File: config.mk
export PLATFORM = sky130hd
export DESIGN_NAME = i2cbh_host_port
export DESIGN_NICKNAME = d
export VERILOG_FILES = /design/src/i2cbh_pkg.sv /design/src/i2cbh_sync_filter.sv /design/src/i2cbh_cmd_decode.sv /design/src/i2cbh_host_port.sv
export VERILOG_INCLUDE_DIRS = /design/src
export SDC_FILE = /design/constraint.sdc
export NUM_CORES = 1
export LEC_CHECK = 0
export BUFFER_PORTS_ARGS = -buffer_cell sky130_fd_sc_hd__buf_2
export CAP_MARGIN = 20
export CORE_MARGIN = 5
export CORE_UTILIZATION = 25
export CTS_CLUSTER_SIZE = 25
export DETAILED_ROUTE_END_ITERATION = 6
export PLACE_DENSITY = 0.47
export SETUP_SLACK_MARGIN = 0.5
export SLEW_MARGIN = 20
export SYNTH_ARGS = -nofsm -noshare
export SYNTH_HDL_FRONTEND = slang
export SYNTH_SLANG_ARGS = --single-unit
File: constraint.sdc
create_clock -name clk_i -period 2.5 [get_ports clk_i]
set_input_delay 0.375 -clock clk_i [delete_from_list [all_inputs] [get_ports clk_i]]
set_output_delay 0.375 -clock clk_i [all_outputs]
set_load 0.01 [all_outputs]
File: src/i2cbh_params.svh
// Purpose: shared constants of the bridge host port
// Assumes: included by bare name, once per compilation unit
// Notes: pointer codes and upper address bits are free to change
`ifndef I2CBH_PARAMS_SVH
`define I2CBH_PARAMS_SVH
// command codes
`define I2CBH_CODE_DEVICE_RESET 8'hF0
`define I2CBH_CODE_POINTER_SELECT 8'hE1
`define I2CBH_CODE_CONFIG_WRITE 8'hD2
`define I2CBH_CODE_LINE_RESET 8'hB4
`define I2CBH_CODE_SINGLE_SLOT 8'h87
`define I2CBH_CODE_LINE_BYTE_WRITE 8'hA5
`define I2CBH_CODE_LINE_BYTE_READ 8'h96
`define I2CBH_CODE_SEARCH_TRIPLET 8'h78
// register codes carried by the pointer select parameter
`define I2CBH_PTR_STATUS 8'h01
`define I2CBH_PTR_DATA 8'h02
`define I2CBH_PTR_CONFIG 8'h03
// internal read pointer selections
`define I2CBH_SEL_STATUS 2'h0
`define I2CBH_SEL_DATA 2'h1
`define I2CBH_SEL_CONFIG 2'h2
// field positions and counts
`define I2CBH_DIR_BIT 7
`define I2CBH_BYTE_BITS 4'h8
`define I2CBH_SLAVE_ADDR_HI 5'h05
// input filter window
`define I2CBH_CLK_NS 4
`define I2CBH_FILT_NS 48
`define I2CBH_FILT_LEN (`I2CBH_FILT_NS / `I2CBH_CLK_NS)
`endif

File: src/i2cbh_pkg.sv
// Purpose: types of the bridge host port
// Assumes: nothing
// Notes: enums carry no explicit codes
package i2cbh_pkg;
  typedef enum logic [2:0] {
    st_idle, st_addr, st_addr_ack, st_wr_byte, st_wr_ack, st_rd_byte, st_rd_ack, st_ignore
  } i2cbh_state_e;
  typedef enum logic [2:0] {
    cmd_device_reset, cmd_pointer_select, cmd_config_write, cmd_line_reset,
    cmd_single_slot, cmd_line_byte_write, cmd_line_byte_read, cmd_search_triplet
  } i2cbh_cmd_e;
  typedef enum logic [1:0] {ph_code, ph_param, ph_done} i2cbh_phase_e;
endpackage : i2cbh_pkg

File: src/i2cbh_sync_filter.sv
// Purpose: two-flop synchroniser plus stability filter per input bit
// Assumes: raw inputs asynchronous to clk_i
// Notes: output follows a level only after FILT_LEN stable samples
`include "i2cbh_params.svh"
module i2cbh_sync_filter #(
  parameter int W = 4,
  parameter int FILT_LEN = `I2CBH_FILT_LEN
) (
  // clock and reset
  input wire logic clk_i,
  input wire logic rst_n_i,
  // bits
  input wire logic [W-1:0] raw_i,
  output logic [W-1:0] clean_o
);
  typedef struct packed {
    logic [W-1:0] s1;
    logic [W-1:0] s2;
    logic [W-1:0] out;
    logic [W-1:0][3:0] cnt;
  } i2cbh_filt_s;

  i2cbh_filt_s q;
  i2cbh_filt_s n;

  if (FILT_LEN < 1 || FILT_LEN > 15) begin : g_bad_len
    $error("filter length must be 1 to 15");
  end

  // s1 is read only by s2; the counters look at s2
  always_comb begin
    n = q;
    n.s1 = raw_i;
    n.s2 = q.s1;
    for (int i = 0; i < W; i++) begin
      if (q.s2[i] == q.out[i]) begin
        n.cnt[i] = 4'h0;
      end else if (q.cnt[i] == 4'(FILT_LEN - 1)) begin
        n.out[i] = q.s2[i];
        n.cnt[i] = 4'h0;
      end else begin
        n.cnt[i] = q.cnt[i] + 4'h1;
      end
    end
  end

  // idle bus level is high, so reset to ones to avoid a false edge
  always_ff @(posedge clk_i or negedge rst_n_i) begin
    if (!rst_n_i) begin
      q <= '{s1: '1, s2: '1, out: '1, cnt: '0};
    end else begin
      q <= n;
    end
  end

  assign clean_o = q.out;
endmodule : i2cbh_sync_filter

File: src/i2cbh_cmd_decode.sv
// Purpose: command and parameter acceptance, triplet write choice
// Assumes: byte_i is the byte just shifted in
// Notes: purely combinational
`include "i2cbh_params.svh"
module i2cbh_cmd_decode (
  // byte context
  input wire i2cbh_pkg::i2cbh_phase_e phase_i,
  input wire logic [7:0] code_i,
  input wire logic [7:0] byte_i,
  input wire logic busy_i,
  // triplet slots, first slot in bit 1
  input wire logic [1:0] trip_rd_i,
  input wire logic trip_dir_i,
  // decisions
  output logic ack_o,
  output logic need_param_o,
  output i2cbh_pkg::i2cbh_cmd_e kind_o,
  output logic trip_wr_o
);
  logic [7:0] sel;
  logic known;
  logic ptr_ok;

  always_comb begin
    sel = (phase_i == i2cbh_pkg::ph_code) ? byte_i : code_i;
    known = 1'b1;
    kind_o = i2cbh_pkg::cmd_device_reset;
    unique case (sel)
      `I2CBH_CODE_DEVICE_RESET: kind_o = i2cbh_pkg::cmd_device_reset;
      `I2CBH_CODE_POINTER_SELECT: kind_o = i2cbh_pkg::cmd_pointer_select;
      `I2CBH_CODE_CONFIG_WRITE: kind_o = i2cbh_pkg::cmd_config_write;
      `I2CBH_CODE_LINE_RESET: kind_o = i2cbh_pkg::cmd_line_reset;
      `I2CBH_CODE_SINGLE_SLOT: kind_o = i2cbh_pkg::cmd_single_slot;
      `I2CBH_CODE_LINE_BYTE_WRITE: kind_o = i2cbh_pkg::cmd_line_byte_write;
      `I2CBH_CODE_LINE_BYTE_READ: kind_o = i2cbh_pkg::cmd_line_byte_read;
      `I2CBH_CODE_SEARCH_TRIPLET: kind_o = i2cbh_pkg::cmd_search_triplet;
      default: known = 1'b0;
    endcase
    need_param_o = kind_o inside {i2cbh_pkg::cmd_pointer_select, i2cbh_pkg::cmd_config_write,
                                  i2cbh_pkg::cmd_single_slot, i2cbh_pkg::cmd_line_byte_write,
                                  i2cbh_pkg::cmd_search_triplet};
    ptr_ok = byte_i inside {`I2CBH_PTR_STATUS, `I2CBH_PTR_DATA, `I2CBH_PTR_CONFIG};
    unique case (phase_i)
      // pointer select and device reset are served while the line is busy
      i2cbh_pkg::ph_code: ack_o = known && (!busy_i || kind_o inside
                                  {i2cbh_pkg::cmd_device_reset, i2cbh_pkg::cmd_pointer_select});
      i2cbh_pkg::ph_param: ack_o = (kind_o != i2cbh_pkg::cmd_pointer_select) || ptr_ok;
      default: ack_o = 1'b0;
    endcase
    unique case (trip_rd_i)
      2'b00: trip_wr_o = trip_dir_i;
      2'b01: trip_wr_o = 1'b0;
      2'b10: trip_wr_o = 1'b1;
      2'b11: trip_wr_o = 1'b1;
    endcase
  end
endmodule : i2cbh_cmd_decode

File: src/i2cbh_host_port.sv
// Purpose: serial slave host port of the line bridge
// Assumes: external master drives the clock; line engine on clk_i
// Notes: clock pin is input only; data pin is open drain
// Functional notes
// - only bit 7 of the triplet parameter is the chosen path
// - both triplet read slots zero: write slot equals the path value
// - bytes travel most significant bit first, each followed by an acknowledge slot
// - two strap pins set the two lowest slave address bits
// - last address bit: zero write access, one read access
// - data falling while clock high is a start; address reception begins
// - data rising while clock high is a stop; the transfer ends
// - a repeated start begins a new transfer at once
// - data changes only with clock low; sampled at clock rise
// - transmitted bits change after the falling clock edge
// - acknowledge holds data low through the acknowledge clock high phase
// - master not acknowledging a read byte makes the device release data
// - first written byte is a command, maybe followed by one parameter
// - only valid codes and expected valid parameters are acknowledged
// - reads return the pointed register, repeated for each byte
// - codes: device reset, pointer select, configuration write
// - codes: line reset, single slot, byte write start line activity
// - codes: byte read, search triplet start line activity
// - line commands during line activity are refused unacknowledged
// - clock is never driven, so no clock stretching
`include "i2cbh_params.svh"
module i2cbh_host_port #(
  parameter logic [4:0] SLAVE_ADDR_HI = `I2CBH_SLAVE_ADDR_HI,
  parameter int FILT_LEN = `I2CBH_FILT_LEN
) (
  // clock and reset
  input wire logic clk_i,
  input wire logic resetn_i,
  // serial bus pins
  input wire logic scl_i,
  input wire logic sda_i,
  output logic sda_o,
  output logic sda_oe_n_o,
  // address straps
  input wire logic addr_strap_pin_low_i,
  input wire logic addr_strap_pin_high_i,
  // line engine status and readable registers
  input wire logic line_busy_flag_i,
  input wire logic [7:0] status_i,
  input wire logic [7:0] read_data_i,
  input wire logic [7:0] config_i,
  input wire logic [1:0] trip_rd_i,
  // command to line engine
  output logic cmd_valid_o,
  output i2cbh_pkg::i2cbh_cmd_e cmd_o,
  output logic [7:0] cmd_param_o,
  output logic triplet_dir_o,
  output logic trip_wr_o,
  output logic [1:0] rd_ptr_o
);
  typedef struct packed {
    i2cbh_pkg::i2cbh_state_e state;
    i2cbh_pkg::i2cbh_phase_e phase;
    logic scl_d;
    logic sda_d;
    logic [7:0] sh;
    logic [3:0] bitcnt;
    logic rw;
    logic drive;
    logic mack;
    logic [7:0] code;
    logic cmd_valid;
    i2cbh_pkg::i2cbh_cmd_e cmd;
    logic [7:0] param;
    logic tdir;
    logic [1:0] ptr;
    logic trip_wr;
  } i2cbh_port_s;

  i2cbh_port_s q;
  i2cbh_port_s n;
  logic [1:0] rst_pipe;
  logic rst_n;
  logic [3:0] clean;
  logic scl;
  logic sda;
  logic start;
  logic stop;
  logic rise;
  logic fall;
  logic edge_ev;
  logic byte_end;
  logic [6:0] my_addr;
  logic [7:0] rd_mux;
  logic dec_ack;
  logic dec_need;
  i2cbh_pkg::i2cbh_cmd_e dec_kind;
  logic dec_trip;

  // reset release through two flops, assertion stays asynchronous
  always_ff @(posedge clk_i or negedge resetn_i) begin
    if (!resetn_i) begin
      rst_pipe <= 2'h0;
    end else begin
      rst_pipe <= {rst_pipe[0], 1'b1};
    end
  end
  assign rst_n = rst_pipe[1];

  i2cbh_sync_filter #(
    .W(4),
    .FILT_LEN(FILT_LEN)
  ) u_filter (
    .clk_i(clk_i),
    .rst_n_i(rst_n),
    .raw_i({addr_strap_pin_high_i, addr_strap_pin_low_i, sda_i, scl_i}),
    .clean_o(clean)
  );

  assign scl = clean[0];
  assign sda = clean[1];
  assign my_addr = {SLAVE_ADDR_HI, clean[3], clean[2]};

  // edges judged on filtered levels only
  assign start = scl && q.scl_d && q.sda_d && !sda;
  assign stop = scl && q.scl_d && !q.sda_d && sda;
  assign rise = scl && !q.scl_d;
  assign fall = !scl && q.scl_d;
  assign edge_ev = fall || start || stop;
  assign byte_end = fall && (q.bitcnt == `I2CBH_BYTE_BITS);

  always_comb begin
    unique case (q.ptr)
      `I2CBH_SEL_STATUS: rd_mux = status_i;
      `I2CBH_SEL_DATA: rd_mux = read_data_i;
      `I2CBH_SEL_CONFIG: rd_mux = config_i;
      default: rd_mux = status_i;
    endcase
  end

  i2cbh_cmd_decode u_decode (
    .phase_i(q.phase),
    .code_i(q.code),
    .byte_i(q.sh),
    .busy_i(line_busy_flag_i),
    .trip_rd_i(trip_rd_i),
    .trip_dir_i(q.tdir),
    .ack_o(dec_ack),
    .need_param_o(dec_need),
    .kind_o(dec_kind),
    .trip_wr_o(dec_trip)
  );

  always_comb begin
    n = q;
    n.scl_d = scl;
    n.sda_d = sda;
    n.cmd_valid = 1'b0;
    n.trip_wr = dec_trip;
    if (start) begin
      // also a repeated start from any state
      n.state = i2cbh_pkg::st_addr;
      n.bitcnt = 4'h0;
      n.drive = 1'b0;
    end else if (stop) begin
      n.state = i2cbh_pkg::st_idle;
      n.drive = 1'b0;
    end else begin
      unique case (q.state)
        i2cbh_pkg::st_idle, i2cbh_pkg::st_ignore: begin
        end
        i2cbh_pkg::st_addr: begin
          if (rise) begin
            n.sh = {q.sh[6:0], sda};
            n.bitcnt = q.bitcnt + 4'h1;
          end
          if (byte_end) begin
            if (q.sh[7:1] == my_addr) begin
              n.drive = 1'b1;
              n.rw = q.sh[0];
              n.state = i2cbh_pkg::st_addr_ack;
            end else begin
              n.state = i2cbh_pkg::st_ignore;
            end
          end
        end
        i2cbh_pkg::st_addr_ack: begin
          if (fall) begin
            n.bitcnt = 4'h0;
            if (q.rw) begin
              n.sh = rd_mux;
              n.drive = !rd_mux[7];
              n.state = i2cbh_pkg::st_rd_byte;
            end else begin
              n.drive = 1'b0;
              n.phase = i2cbh_pkg::ph_code;
              n.state = i2cbh_pkg::st_wr_byte;
            end
          end
        end
        i2cbh_pkg::st_wr_byte: begin
          if (rise) begin
            n.sh = {q.sh[6:0], sda};
            n.bitcnt = q.bitcnt + 4'h1;
          end
          if (byte_end) begin
            n.drive = dec_ack;
            n.state = i2cbh_pkg::st_wr_ack;
            n.phase = i2cbh_pkg::ph_done;
            if (dec_ack && q.phase == i2cbh_pkg::ph_code) begin
              n.code = q.sh;
              if (dec_need) begin
                n.phase = i2cbh_pkg::ph_param;
              end else begin
                n.cmd_valid = 1'b1;
                n.cmd = dec_kind;
              end
            end
            if (dec_ack && q.phase == i2cbh_pkg::ph_param) begin
              n.cmd_valid = 1'b1;
              n.cmd = dec_kind;
              n.param = q.sh;
              if (dec_kind == i2cbh_pkg::cmd_search_triplet) begin
                n.tdir = q.sh[`I2CBH_DIR_BIT];
              end
            end
            // read pointer follows the accepted command
            if (dec_ack && !(q.phase == i2cbh_pkg::ph_code && dec_need)) begin
              unique case (dec_kind)
                i2cbh_pkg::cmd_pointer_select: begin
                  unique case (q.sh)
                    `I2CBH_PTR_DATA: n.ptr = `I2CBH_SEL_DATA;
                    `I2CBH_PTR_CONFIG: n.ptr = `I2CBH_SEL_CONFIG;
                    default: n.ptr = `I2CBH_SEL_STATUS;
                  endcase
                end
                i2cbh_pkg::cmd_config_write: n.ptr = `I2CBH_SEL_CONFIG;
                default: n.ptr = `I2CBH_SEL_STATUS;
              endcase
            end
          end
        end
        i2cbh_pkg::st_wr_ack: begin
          if (fall) begin
            n.drive = 1'b0;
            n.bitcnt = 4'h0;
            // surplus bytes get no acknowledge and move the port to the ignore state
            n.state = q.drive ? i2cbh_pkg::st_wr_byte : i2cbh_pkg::st_ignore;
          end
        end
        i2cbh_pkg::st_rd_byte: begin
          if (rise) begin
            n.bitcnt = q.bitcnt + 4'h1;
          end
          if (byte_end) begin
            n.drive = 1'b0;
            n.state = i2cbh_pkg::st_rd_ack;
          end else if (fall) begin
            n.sh = {q.sh[6:0], 1'b0};
            n.drive = !q.sh[6];
          end
        end
        i2cbh_pkg::st_rd_ack: begin
          if (rise) begin
            n.mack = !sda;
          end
          if (fall) begin
            n.bitcnt = 4'h0;
            if (q.mack) begin
              n.sh = rd_mux;
              n.drive = !rd_mux[7];
              n.state = i2cbh_pkg::st_rd_byte;
            end else begin
              n.drive = 1'b0;
              n.state = i2cbh_pkg::st_ignore;
            end
          end
        end
      endcase
    end
  end

  always_ff @(posedge clk_i or negedge rst_n) begin
    if (!rst_n) begin
      // edge history starts at the idle-high bus level, no false edge
      q <= '0;
      q.scl_d <= 1'b1;
      q.sda_d <= 1'b1;
    end else begin
      q <= n;
    end
  end

  // clock pin has no driver here at all
  assign sda_o = 1'b0;
  assign sda_oe_n_o = !q.drive;
  assign cmd_valid_o = q.cmd_valid;
  assign cmd_o = q.cmd;
  assign cmd_param_o = q.param;
  assign triplet_dir_o = q.tdir;
  assign trip_wr_o = q.trip_wr;
  assign rd_ptr_o = q.ptr;
endmodule : i2cbh_host_port

-- Yosys cells after proc, flatten, opt, wreduce, memory -nomap -nowiden
Cells that the tools add are included.
W data, S select, Z words.
- bits in registers: 76
- output and inout port bits: 18
- bits of input ports: 33
- logic and storage cells: 224
- add/sub/neg operators: 5
- equality and inequality tests: 63
- reductions and logical operators: 54
- multiplexer cells: 69
- bitwise logic cells: 6
- operators with widths (cell ; number):
    $mux W15 ; 4
    $eq A8 B8 Y1 const B ; 7
    $mux W4 ; 13
    $mux W8 ; 5
    $mux W12 ; 3
    $pmux W8 S4 ; 1
    $ne A4 B4 Y1 const B ; 7
    $mux W3 ; 9
    $pmux W3 S7 ; 1
    $add A4 B1 Y4 const B ; 5
    $eq A4 B4 Y1 const B ; 5
    $pmux W4 S5 ; 1
    $reduce_and A5 Y1 ; 4
    $eq A3 B3 Y1 const B ; 6
    $ne A2 B2 Y1 const B ; 9
    $pmux W3 S6 ; 1
    $reduce_and A6 Y1 ; 3
    $eq A8 B2 Y1 const B ; 2
    $pmux W8 S2 ; 1
    $mux W5 ; 3
    $mux W2 ; 7
    $reduce_and A7 Y1 ; 2
    $logic_and A1 B1 Y1 ; 13
    $mux W1 ; 13
    34 further kinds ; 72

-- Depth between registers and ports, before layout
Gate-level depths: netlist of run 1.
- word-level depth: 16
- gate-level depth with buffers: 10
- depth with buffers taken out: 9

-- Modules after synthesis
From an unflattened synthesis of run 1, not the netlist that was laid out.
- cell total of the unflattened synthesis: 422
- area total of the unflattened synthesis: 4319.1 um^2
- by module, submodules not included (module ; area an instance (um^2) ; sequential area each (um^2) ; times used ; cells each):
    i2cbh_host_port ; 2697.6 ; 1203.7 ; 1 ; 269
    i2cbh_sync_filter ; 1164.9 ; 715.7 ; 1 ; 90
    i2cbh_cmd_decode ; 456.7 ; 0.0 ; 1 ; 63

-- Least setup slack after synthesis of run 1
No wires, ideal clock.
- path type: register to register
- from: reg q[41] (netlist name)
- to: reg q (netlist bit cmd_o[0])
- stages on the path, launching flop included: 9
- setup slack: -250 ps
- setup time: 125 ps
- required time: 2375 ps
- buffers on the path: 1
- period minus slack after synthesis: 2750 ps
- data arrival time: 2625 ps
- cells stage by stage: dfrtp_1 -> buf_2 -> nor4b_1 -> a31oi_1 -> or4_1 -> a21o_1 -> a2111oi_4 -> a21boi_2 -> mux2_4
- word-level cells in the longest chain between the ends: 12
- elaborated cells on any way between the ends: 35
- those cells by class: eq/ne (16); mux (7); reduce/logical (12)
- RTL lines (item ; RTL line ; RTL):
    start: declaration ; i2cbh_host_port.sv:74 ; i2cbh_port_s q;
    start signal: assignment ; i2cbh_host_port.sv:284 ; q <= n;
    $logic_not A2 Y1 ; i2cbh_cmd_decode.sv:25, i2cbh_cmd_decode.sv:43, i2cbh_host_port.sv:204 ;
    $mux W8 ; i2cbh_cmd_decode.sv:25 ; sel = (phase_i == i2cbh_pkg::ph_code) ? byte_i : code_i;
    $eq A8 B7 Y1 / $eq A8 B8 Y1 (equally long branches) ; i2cbh_cmd_decode.sv:28 ; unique case (sel)
    $pmux W3 S7 ; i2cbh_cmd_decode.sv:28 ;
    $eq A3 B1 Y1 / $logic_not A3 Y1 (equally long branches) ; i2cbh_cmd_decode.sv:39, i2cbh_cmd_decode.sv:45 ;
    $reduce_bool A2 Y1 ; i2cbh_cmd_decode.sv:45 ; i2cbh_pkg::ph_code: ack_o = known && (!busy_i || kind_o inside
    $logic_or A1 B1 Y1 ; i2cbh_cmd_decode.sv:45 ;
    $logic_and A1 B1 Y1 ; i2cbh_cmd_decode.sv:45 ;
    $pmux W1 S2 ; i2cbh_cmd_decode.sv:43 ; unique case (phase_i)
    $logic_and A1 B1 Y1 (on tied branches) ; i2cbh_host_port.sv:213, i2cbh_host_port.sv:204 ;
    $ne A2 B1 Y1 (no source line) / $reduce_bool A2 Y1 (equally long branches) ; n/a ;
    $reduce_and A6 Y1 (no source line) ; n/a ;
Several ways; a longest one is shown, not always the timed one. The select of a mux whose other input is x is not followed.
A chain may end at the register's enable or synchronous reset.

-- Worst setup path after layout of run 1
Same ends and word-level chain as after synthesis.

==> metrics, run 1 <==
status=complete, but fails checks; violated checks=negative setup slack; Clk Latency, worst-skew pair=about 0.34 ns; via count=3601; Final setup viols=17; vias in the first global route=3689; Root Buffer=clkbuf_16; Yosys cell types=56; commonest cells in the netlist=62 x dfrtp_1, 37 x nand2_1, 37 x nor2_1, 30 x o21ai_0, 26 x a21oi_1; Placer Congestion=just over 0.8; H-tree depth=3; Total Routing Usage GR=between 10% and 20%; share of post-route cells with drive strength above 1=43.0%; Syn-to-layout area delta=39.2%; WP data required=around 2.7 ns; sequential area share after synthesis=between 40% and 50%; Final Power=about 2.9 mW; final net count=583; Die Ht=roughly 140 um; row count=47; clk_skew=approximately 0.0086 ns; Clock transition at path regs=approximately 0.06 ns; Die Wd=roughly 140 um; DR iter-0 viols=approximately 140; Routed Antenna Nets=0; # IOs=slightly above 50; worst hold path type=in -> reg; CP endpoint kind=flip-flop; final slew viol count=0; clock power share=just under 50%; switching part of the total=a little under a quarter; post-DR vias/cell=between 4 and 5; Port Buf Inserts=49; Mapped Area=approximately 4200 um2; Arr. time, crit path=a little under 3 ns; Synth area leader=dfrtp_1; area post-placement=between 5000 and 6000 um2; TritonCTS Sinks=76; sequential share of power=between 40 and 50%; flops & latches, synth=76; internal power=about 2.2 mW; largest net degree at the start of global routing=75; TritonRoute pass-1 iters=4; post-DR wirelength/cell=around 15 um; Worst-Margin Slew=~0.6 ns; total grt overflow=0; Routed WL=around 11000 um; die footprint=roughly 20000 um2; unrepaired setup endpoints after global routing=true; Critical Path Source Type=flip-flop; VDD IR-drop max=293 uV; drc violations=0; Mapped Avg Cell Area=9.64 um2; Yosys top cell area share=roughly 37%; Synth area leaders=dfrtp_1 37%, dfstp_2 8.8%, mux2_2 6.2%; Detail Placement HPWL=roughly 8000 um; Post-synth EDFFs=0; Crit Path Category=reg -> reg; fmax=roughly 370 MHz; initial antenna violation count=0; Final Hold Viols=0; top-count cell post-synth=dfrtp_1; Comb power frac=6.4%; Max Root-Sink Buffers=2; syn_nets=~480; Synth Flop Type=dfrtp_1; antenna fix cells=0; Setup WS post-layout=-0.191 ns; global-route wire length before repair=roughly 18000 um; final non-filler cell area=between 5000 and 6000 um2; warnings from Yosys=0; worst-path fanout max=7; Syn Inst Count=approximately 440; Final min period=approximately 2.7 ns; cts bufs inserted=9; CTS tree=yes; maxcap violations=0; leakage=about 2.6 nW; ys async rst share=100%; Starting Density=25.4%; switching power=around 0.65 mW; Slew Limit Headroom=between 60% and 70%; PD cells=just under 500 nW/um2; period utilisation layout=108%; CORE AREA=16500 um2
==> layer usage <==
layer	track usage, %	share of wire (%)	vias to the layer above
li1	-	-	1743
met1	13.8	42	1762
met2	20.1	52	69
met3	2.78	3.0	27
met4	5.35	3.0	0
met5	0	0	-
==> placed cells by master, fill, tap and decap left out, drive strengths merged, types with 3 or more instances in the layout <==
| master | count |
|---|---|
| o21ai | 30 |
| mux2 | 25 |
| a211oi | 5 |
| nand3b | 6 |
| mux2i | 8 |
| a31oi | 7 |
| ha | 8 |
| nor4b | 7 |
| xnor2 | 10 |
| inv | 21 |
| a22oi | 9 |
| dfstp | 14 |
| xor2 | 5 |
| nor3 | 12 |
| nand2 | 37 |
| nor2 | 37 |
| nor3b | 8 |
| nand3 | 9 |
| nor2b | 8 |
| a21o | 4 |
| or2 | 3 |
| buf | 130 |
| a21oi | 26 |
| o211ai | 3 |
| nor4 | 3 |
| nand2b | 5 |
| clkbuf | 11 |
| dfrtp | 62 |
==> worst max-delay path, stage by stage, from the launching register on <==
cell and delay, ns:
dfrtp_1 0.41, buf_6 0.16, nor4b_4 0.32, a31oi_4 0.08, or4_1 0.52, a21o_1 0.23
a2111oi_4 0.31, buf_4 0.18, a21boi_4 0.06, mux2_4 0.30
==> kinds of logic (layout without fill, tap and decap cells) <==
family / after synthesis / after routing / share of synthesized area (%)
buffers and inverters: 57 / 169 / 6.68
adders and majority gates: 8 / 8 / 2.39
DFF: 76 / 76 / 45.8
and+or+nand+nor: 143 / 143 / 17.5
other: 2 / 2 / 0.179
AOI/OAI and AO/OA: 101 / 101 / 15.5
xor gates and xnor gates: 15 / 15 / 3.13
muxes: 33 / 33 / 8.80
==> power by group through the flow <==
stage / logic [mW] / registers [mW] / clock network (mW)
floorplan: 0.0830 / 1.33 / 0
global placement: 0.139 / 1.35 / 0
detailed placement: 0.141 / 1.35 / 0
CTS: 0.149 / 1.33 / 1.44
global route: 0.212 / 1.31 / 1.50
finish: 0.186 / 1.31 / 1.40
==> path summary, 6_finish.rpt <==
kind                              from             endpoint  slack [ns]  depth (start not counted)
max in group asynchronous  rst_pipe[1]  u_filter.clean_o[3]        1.63                          1
setup reg to reg                 q[41]             cmd_o[0]       -0.19                          9
hold reg to reg            rst_pipe[1]                q[27]        0.24                          0
setup / recovery                 q[41]             cmd_o[0]       -0.19                          9
hold / removal                   sda_i       u_filter.n[21]        0.13                          1
min in group asynchronous  rst_pipe[1]                q[27]        0.24                          0
==> metrics by stage <==
| step | TNS (ns) | setup WS (ns) | hold slack (ns) | util [%] | cells |
|---|---|---|---|---|---|
| 2_1_floorplan | -0.960 | -0.173 | 0.0794 | - | 435 |
| 3_3_place_gp | -1.80 | -0.168 | 0.163 | 30.4 | 725 |
| 3_5_place_dp | -2.46 | -0.192 | 0.164 | 30.4 | 725 |
| 4_1_cts | -1.16 | -0.176 | 0.110 | 33.4 | 749 |
| 5_1_grt | -3.59 | -0.283 | 0.108 | 35.4 | 767 |
| 6_report | -1.71 | -0.191 | 0.129 | 35.4 | 767 |
==> repair_timing <==
action | in CTS | in global routing
endpoints found under the hold margin | 2 | 0
setup endpoints to repair | 37 | 37
setup buffers | 7 | 16
gates resized for setup | 21 | 44
hold buffers | 1 | 0
cloned | 0 | 1
pin swaps | 7 | 18
==> layout make-up <==
cell class                      count  area (um2)
Multi-Input combinational cell    302        2290
Timing Repair Buffer              132         952
Sequential cell                    76        1920
Fill cell                        1650       10700
Clock buffer                       10         229
Tap cell                          220         275
Clock inverter                      6        86.3
Inverter                           21        82.6
==> sequential cells by signal (all words and copies together) (netlist names) <==
name	count
rd_ptr_o	2
u_filter.clean_o	4
trip_wr_o	1
triplet_dir_o	1
cmd_o	3
u_filter.q	20
u_filter.n	4
q	30
rst_pipe	2
cmd_valid_o	1
cmd_param_o	8
No activity file was read; power rests on OpenSTA's default activity.
==> inputs of run 2 (changes only) <==
--- a/config.mk
+++ b/config.mk
@@ -13,7 +13,7 @@
 export CTS_CLUSTER_SIZE = 25
 export DETAILED_ROUTE_END_ITERATION = 6
 export PLACE_DENSITY = 0.47
-export SETUP_SLACK_MARGIN = 0.5
+export SETUP_SLACK_MARGIN = 0.4
 export SLEW_MARGIN = 20
 export SYNTH_ARGS = -nofsm -noshare
 export SYNTH_HDL_FRONTEND = slang
==> constraint.sdc (replaced) <==
create_clock -name clk_i -period 2.5 [get_ports clk_i]
set_input_delay 0.5 -clock clk_i [delete_from_list [all_inputs] [get_ports clk_i]]
set_output_delay 0.5 -clock clk_i [all_outputs]
set_load 0.01 [all_outputs]
==> metrics, run 2 (same netlist as run 1, synthesis figures left out) <==
drc violations=0; Clk Latency, worst-skew pair=0.34 ns; clk_skew=~0.0086 ns; share of post-route cells with drive strength above 1=41.0%; Routed Antenna Nets=0; Crit Path Category=reg -> reg; worst setup path startpoint=q[41]; fmax=around 370 MHz; TritonCTS Sinks=76; CP endpoint kind=flip-flop; Final Power=around 2.7 mW; min-delay src=scl_i; vias in the first global route=between 3000 and 4000; final non-filler cell total=~760; WHS Path Cells=1; VDD IR-drop max=between 300 and 400 uV; worst-path fanout max=8; Clock transition at path regs=0.06 ns; Placer Congestion=between 0.8 and 0.9; Setup WS post-layout=-0.205 ns; final net count=roughly 580; commonest cells after routing, fill and taps aside=62 x buf_4, 60 x dfrtp_1, 49 x buf_2; die footprint=just under 20000 um2; Starting Density=between 20 and 30%; Total Routing Usage GR=between 10% and 20%; # IOs=slightly above 50; leakage=2.50 nW; Slew Limit Headroom=roughly 58%; Die Ht=about 140 um; Root Buffer=clkbuf_16; CTS tree=yes; Final Hold Viols=0; cts bufs inserted=9; Critical Path Source Type=flip-flop; filler instances=1689; antenna fix cells=0; unrepaired setup endpoints after global routing=true; Final min period=2.71 ns; WP data required=2.73 ns; violated checks=negative setup slack; initial antenna violation count=0; Inst Count DP=between 700 and 800; row count=47; Detail Placement HPWL=8310 um; Die Wd=roughly 140 um; Syn-to-layout area delta=36.8%; Reg2Reg Depth=9; max FFs per register=30; DR iter-0 viols=roughly 210; Largest Register=q; period utilisation layout=108%; post-DR vias/cell=~4.6; Routed WL=around 11000 um; largest net degree at the start of global routing=47; final slew viol count=0; global-route wire length before repair=between 15000 and 20000 um; Final setup viols=16; status=complete, but fails checks; CORE AREA=16500 um2; RR Startpoint=q[41]; maxcap violations=0; Arr. time, crit path=2.93 ns; worst hold path type=in -> reg; commonest non-fill, non-tap cell in the layout=buf_4; total grt overflow=0; TritonRoute pass-1 iters=4; Max Root-Sink Buffers=2; via count=roughly 3500; PD cells=~470 nW/um2; H-tree depth=3; post-DR wirelength/cell=approximately 15 um; Worst-Margin Slew=roughly 0.63 ns; Port Buf Inserts=slightly below 50
-- run 2: cell count changes in the layout (fill, tap and decap cells not counted), moves of 2 or more --
cell | previous run | this run
clkinv_4 | 0 | 2
buf_4 | 73 | 62
o21ai_0 | 21 | 23
o21ai_2 | 5 | 3
buf_6 | 5 | 12
nor4b_2 | 4 | 1
nor4b_4 | 3 | 5
nand2_4 | 2 | 0
mux2_2 | 22 | 16
a31oi_4 | 3 | 1
bufinv_16 | 2 | 0
nand2_1 | 30 | 32
mux2_4 | 3 | 9
-- run 2: worst paths after layout --
check                            endpoint  slack (ns)
min                        u_filter.n[20]        0.26
max in group asynchronous  u_filter.q[23]        1.49
min in group asynchronous  cmd_param_o[6]        0.36
min reg2reg                   rst_pipe[1]        0.35
max                              cmd_o[0]       -0.21
max reg2reg                      cmd_o[0]       -0.21
-- run 2: report_power, final --
part / internal, mW / switching [mW]
combinational: 0.0922 / 0.0895
sequential: 1.27 / 0.0397
clock: 0.701 / 0.513
-- run 2: repair_timing --
item,in CTS,in global routing
hold buffers,1,0
pin swaps,8,13
setup endpoints to repair,29,30
cloned,1,0
hold endpoints to repair,2,0
setup buffers,5,10
resized for setup,27,38
-- run 2: area by class of cell --
cell class	count	area, um2	area share, %
Multi-Input combinational cell	302	2280	39.8
Sequential cell	76	1920	33.5
Timing Repair Buffer	126	896	15.6
Tap cell	220	275	4.80
Clock buffer	11	243	4.23
Inverter	21	78.8	1.37
Clock inverter	5	37.5	0.654
-- run 2: per-layer routing --
layer	vias up	global-route usage [%]	share of wire (%)
met1	1733	15.0	45
met4	0	3.47	0.95
met2	74	19.5	49
met5	-	0	0
li1	1718	-	-
met3	9	3.26	4.7
-- run 2: metrics by stage --
| step | util, % | hold WS [ns] | instance area (um2) | setup slack [ns] | setup TNS, ns |
|---|---|---|---|---|---|
| after global placement | 30.6 | 0.285 | 5060 | -0.182 | -1.94 |
| final | 34.7 | 0.259 | 5740 | -0.205 | -1.76 |
| after CTS | 33.4 | 0.234 | 5520 | -0.225 | -1.84 |
| after global routing | 34.7 | 0.237 | 5740 | -0.300 | -3.46 |
| after floorplan | - | 0.204 | 4270 | -0.173 | -0.960 |
| after detailed placement | 30.6 | 0.295 | 5060 | -0.245 | -2.88 |
-- run 2: critical path, stage by stage (launching register included) --
cell       delay [ns]
dfrtp_1          0.42
buf_12           0.17
nor4b_4          0.29
a31oi_2          0.08
or4_1            0.51
a21o_1           0.23
a2111oi_4        0.34
buf_4            0.18
a21boi_4         0.06
mux2_4           0.30
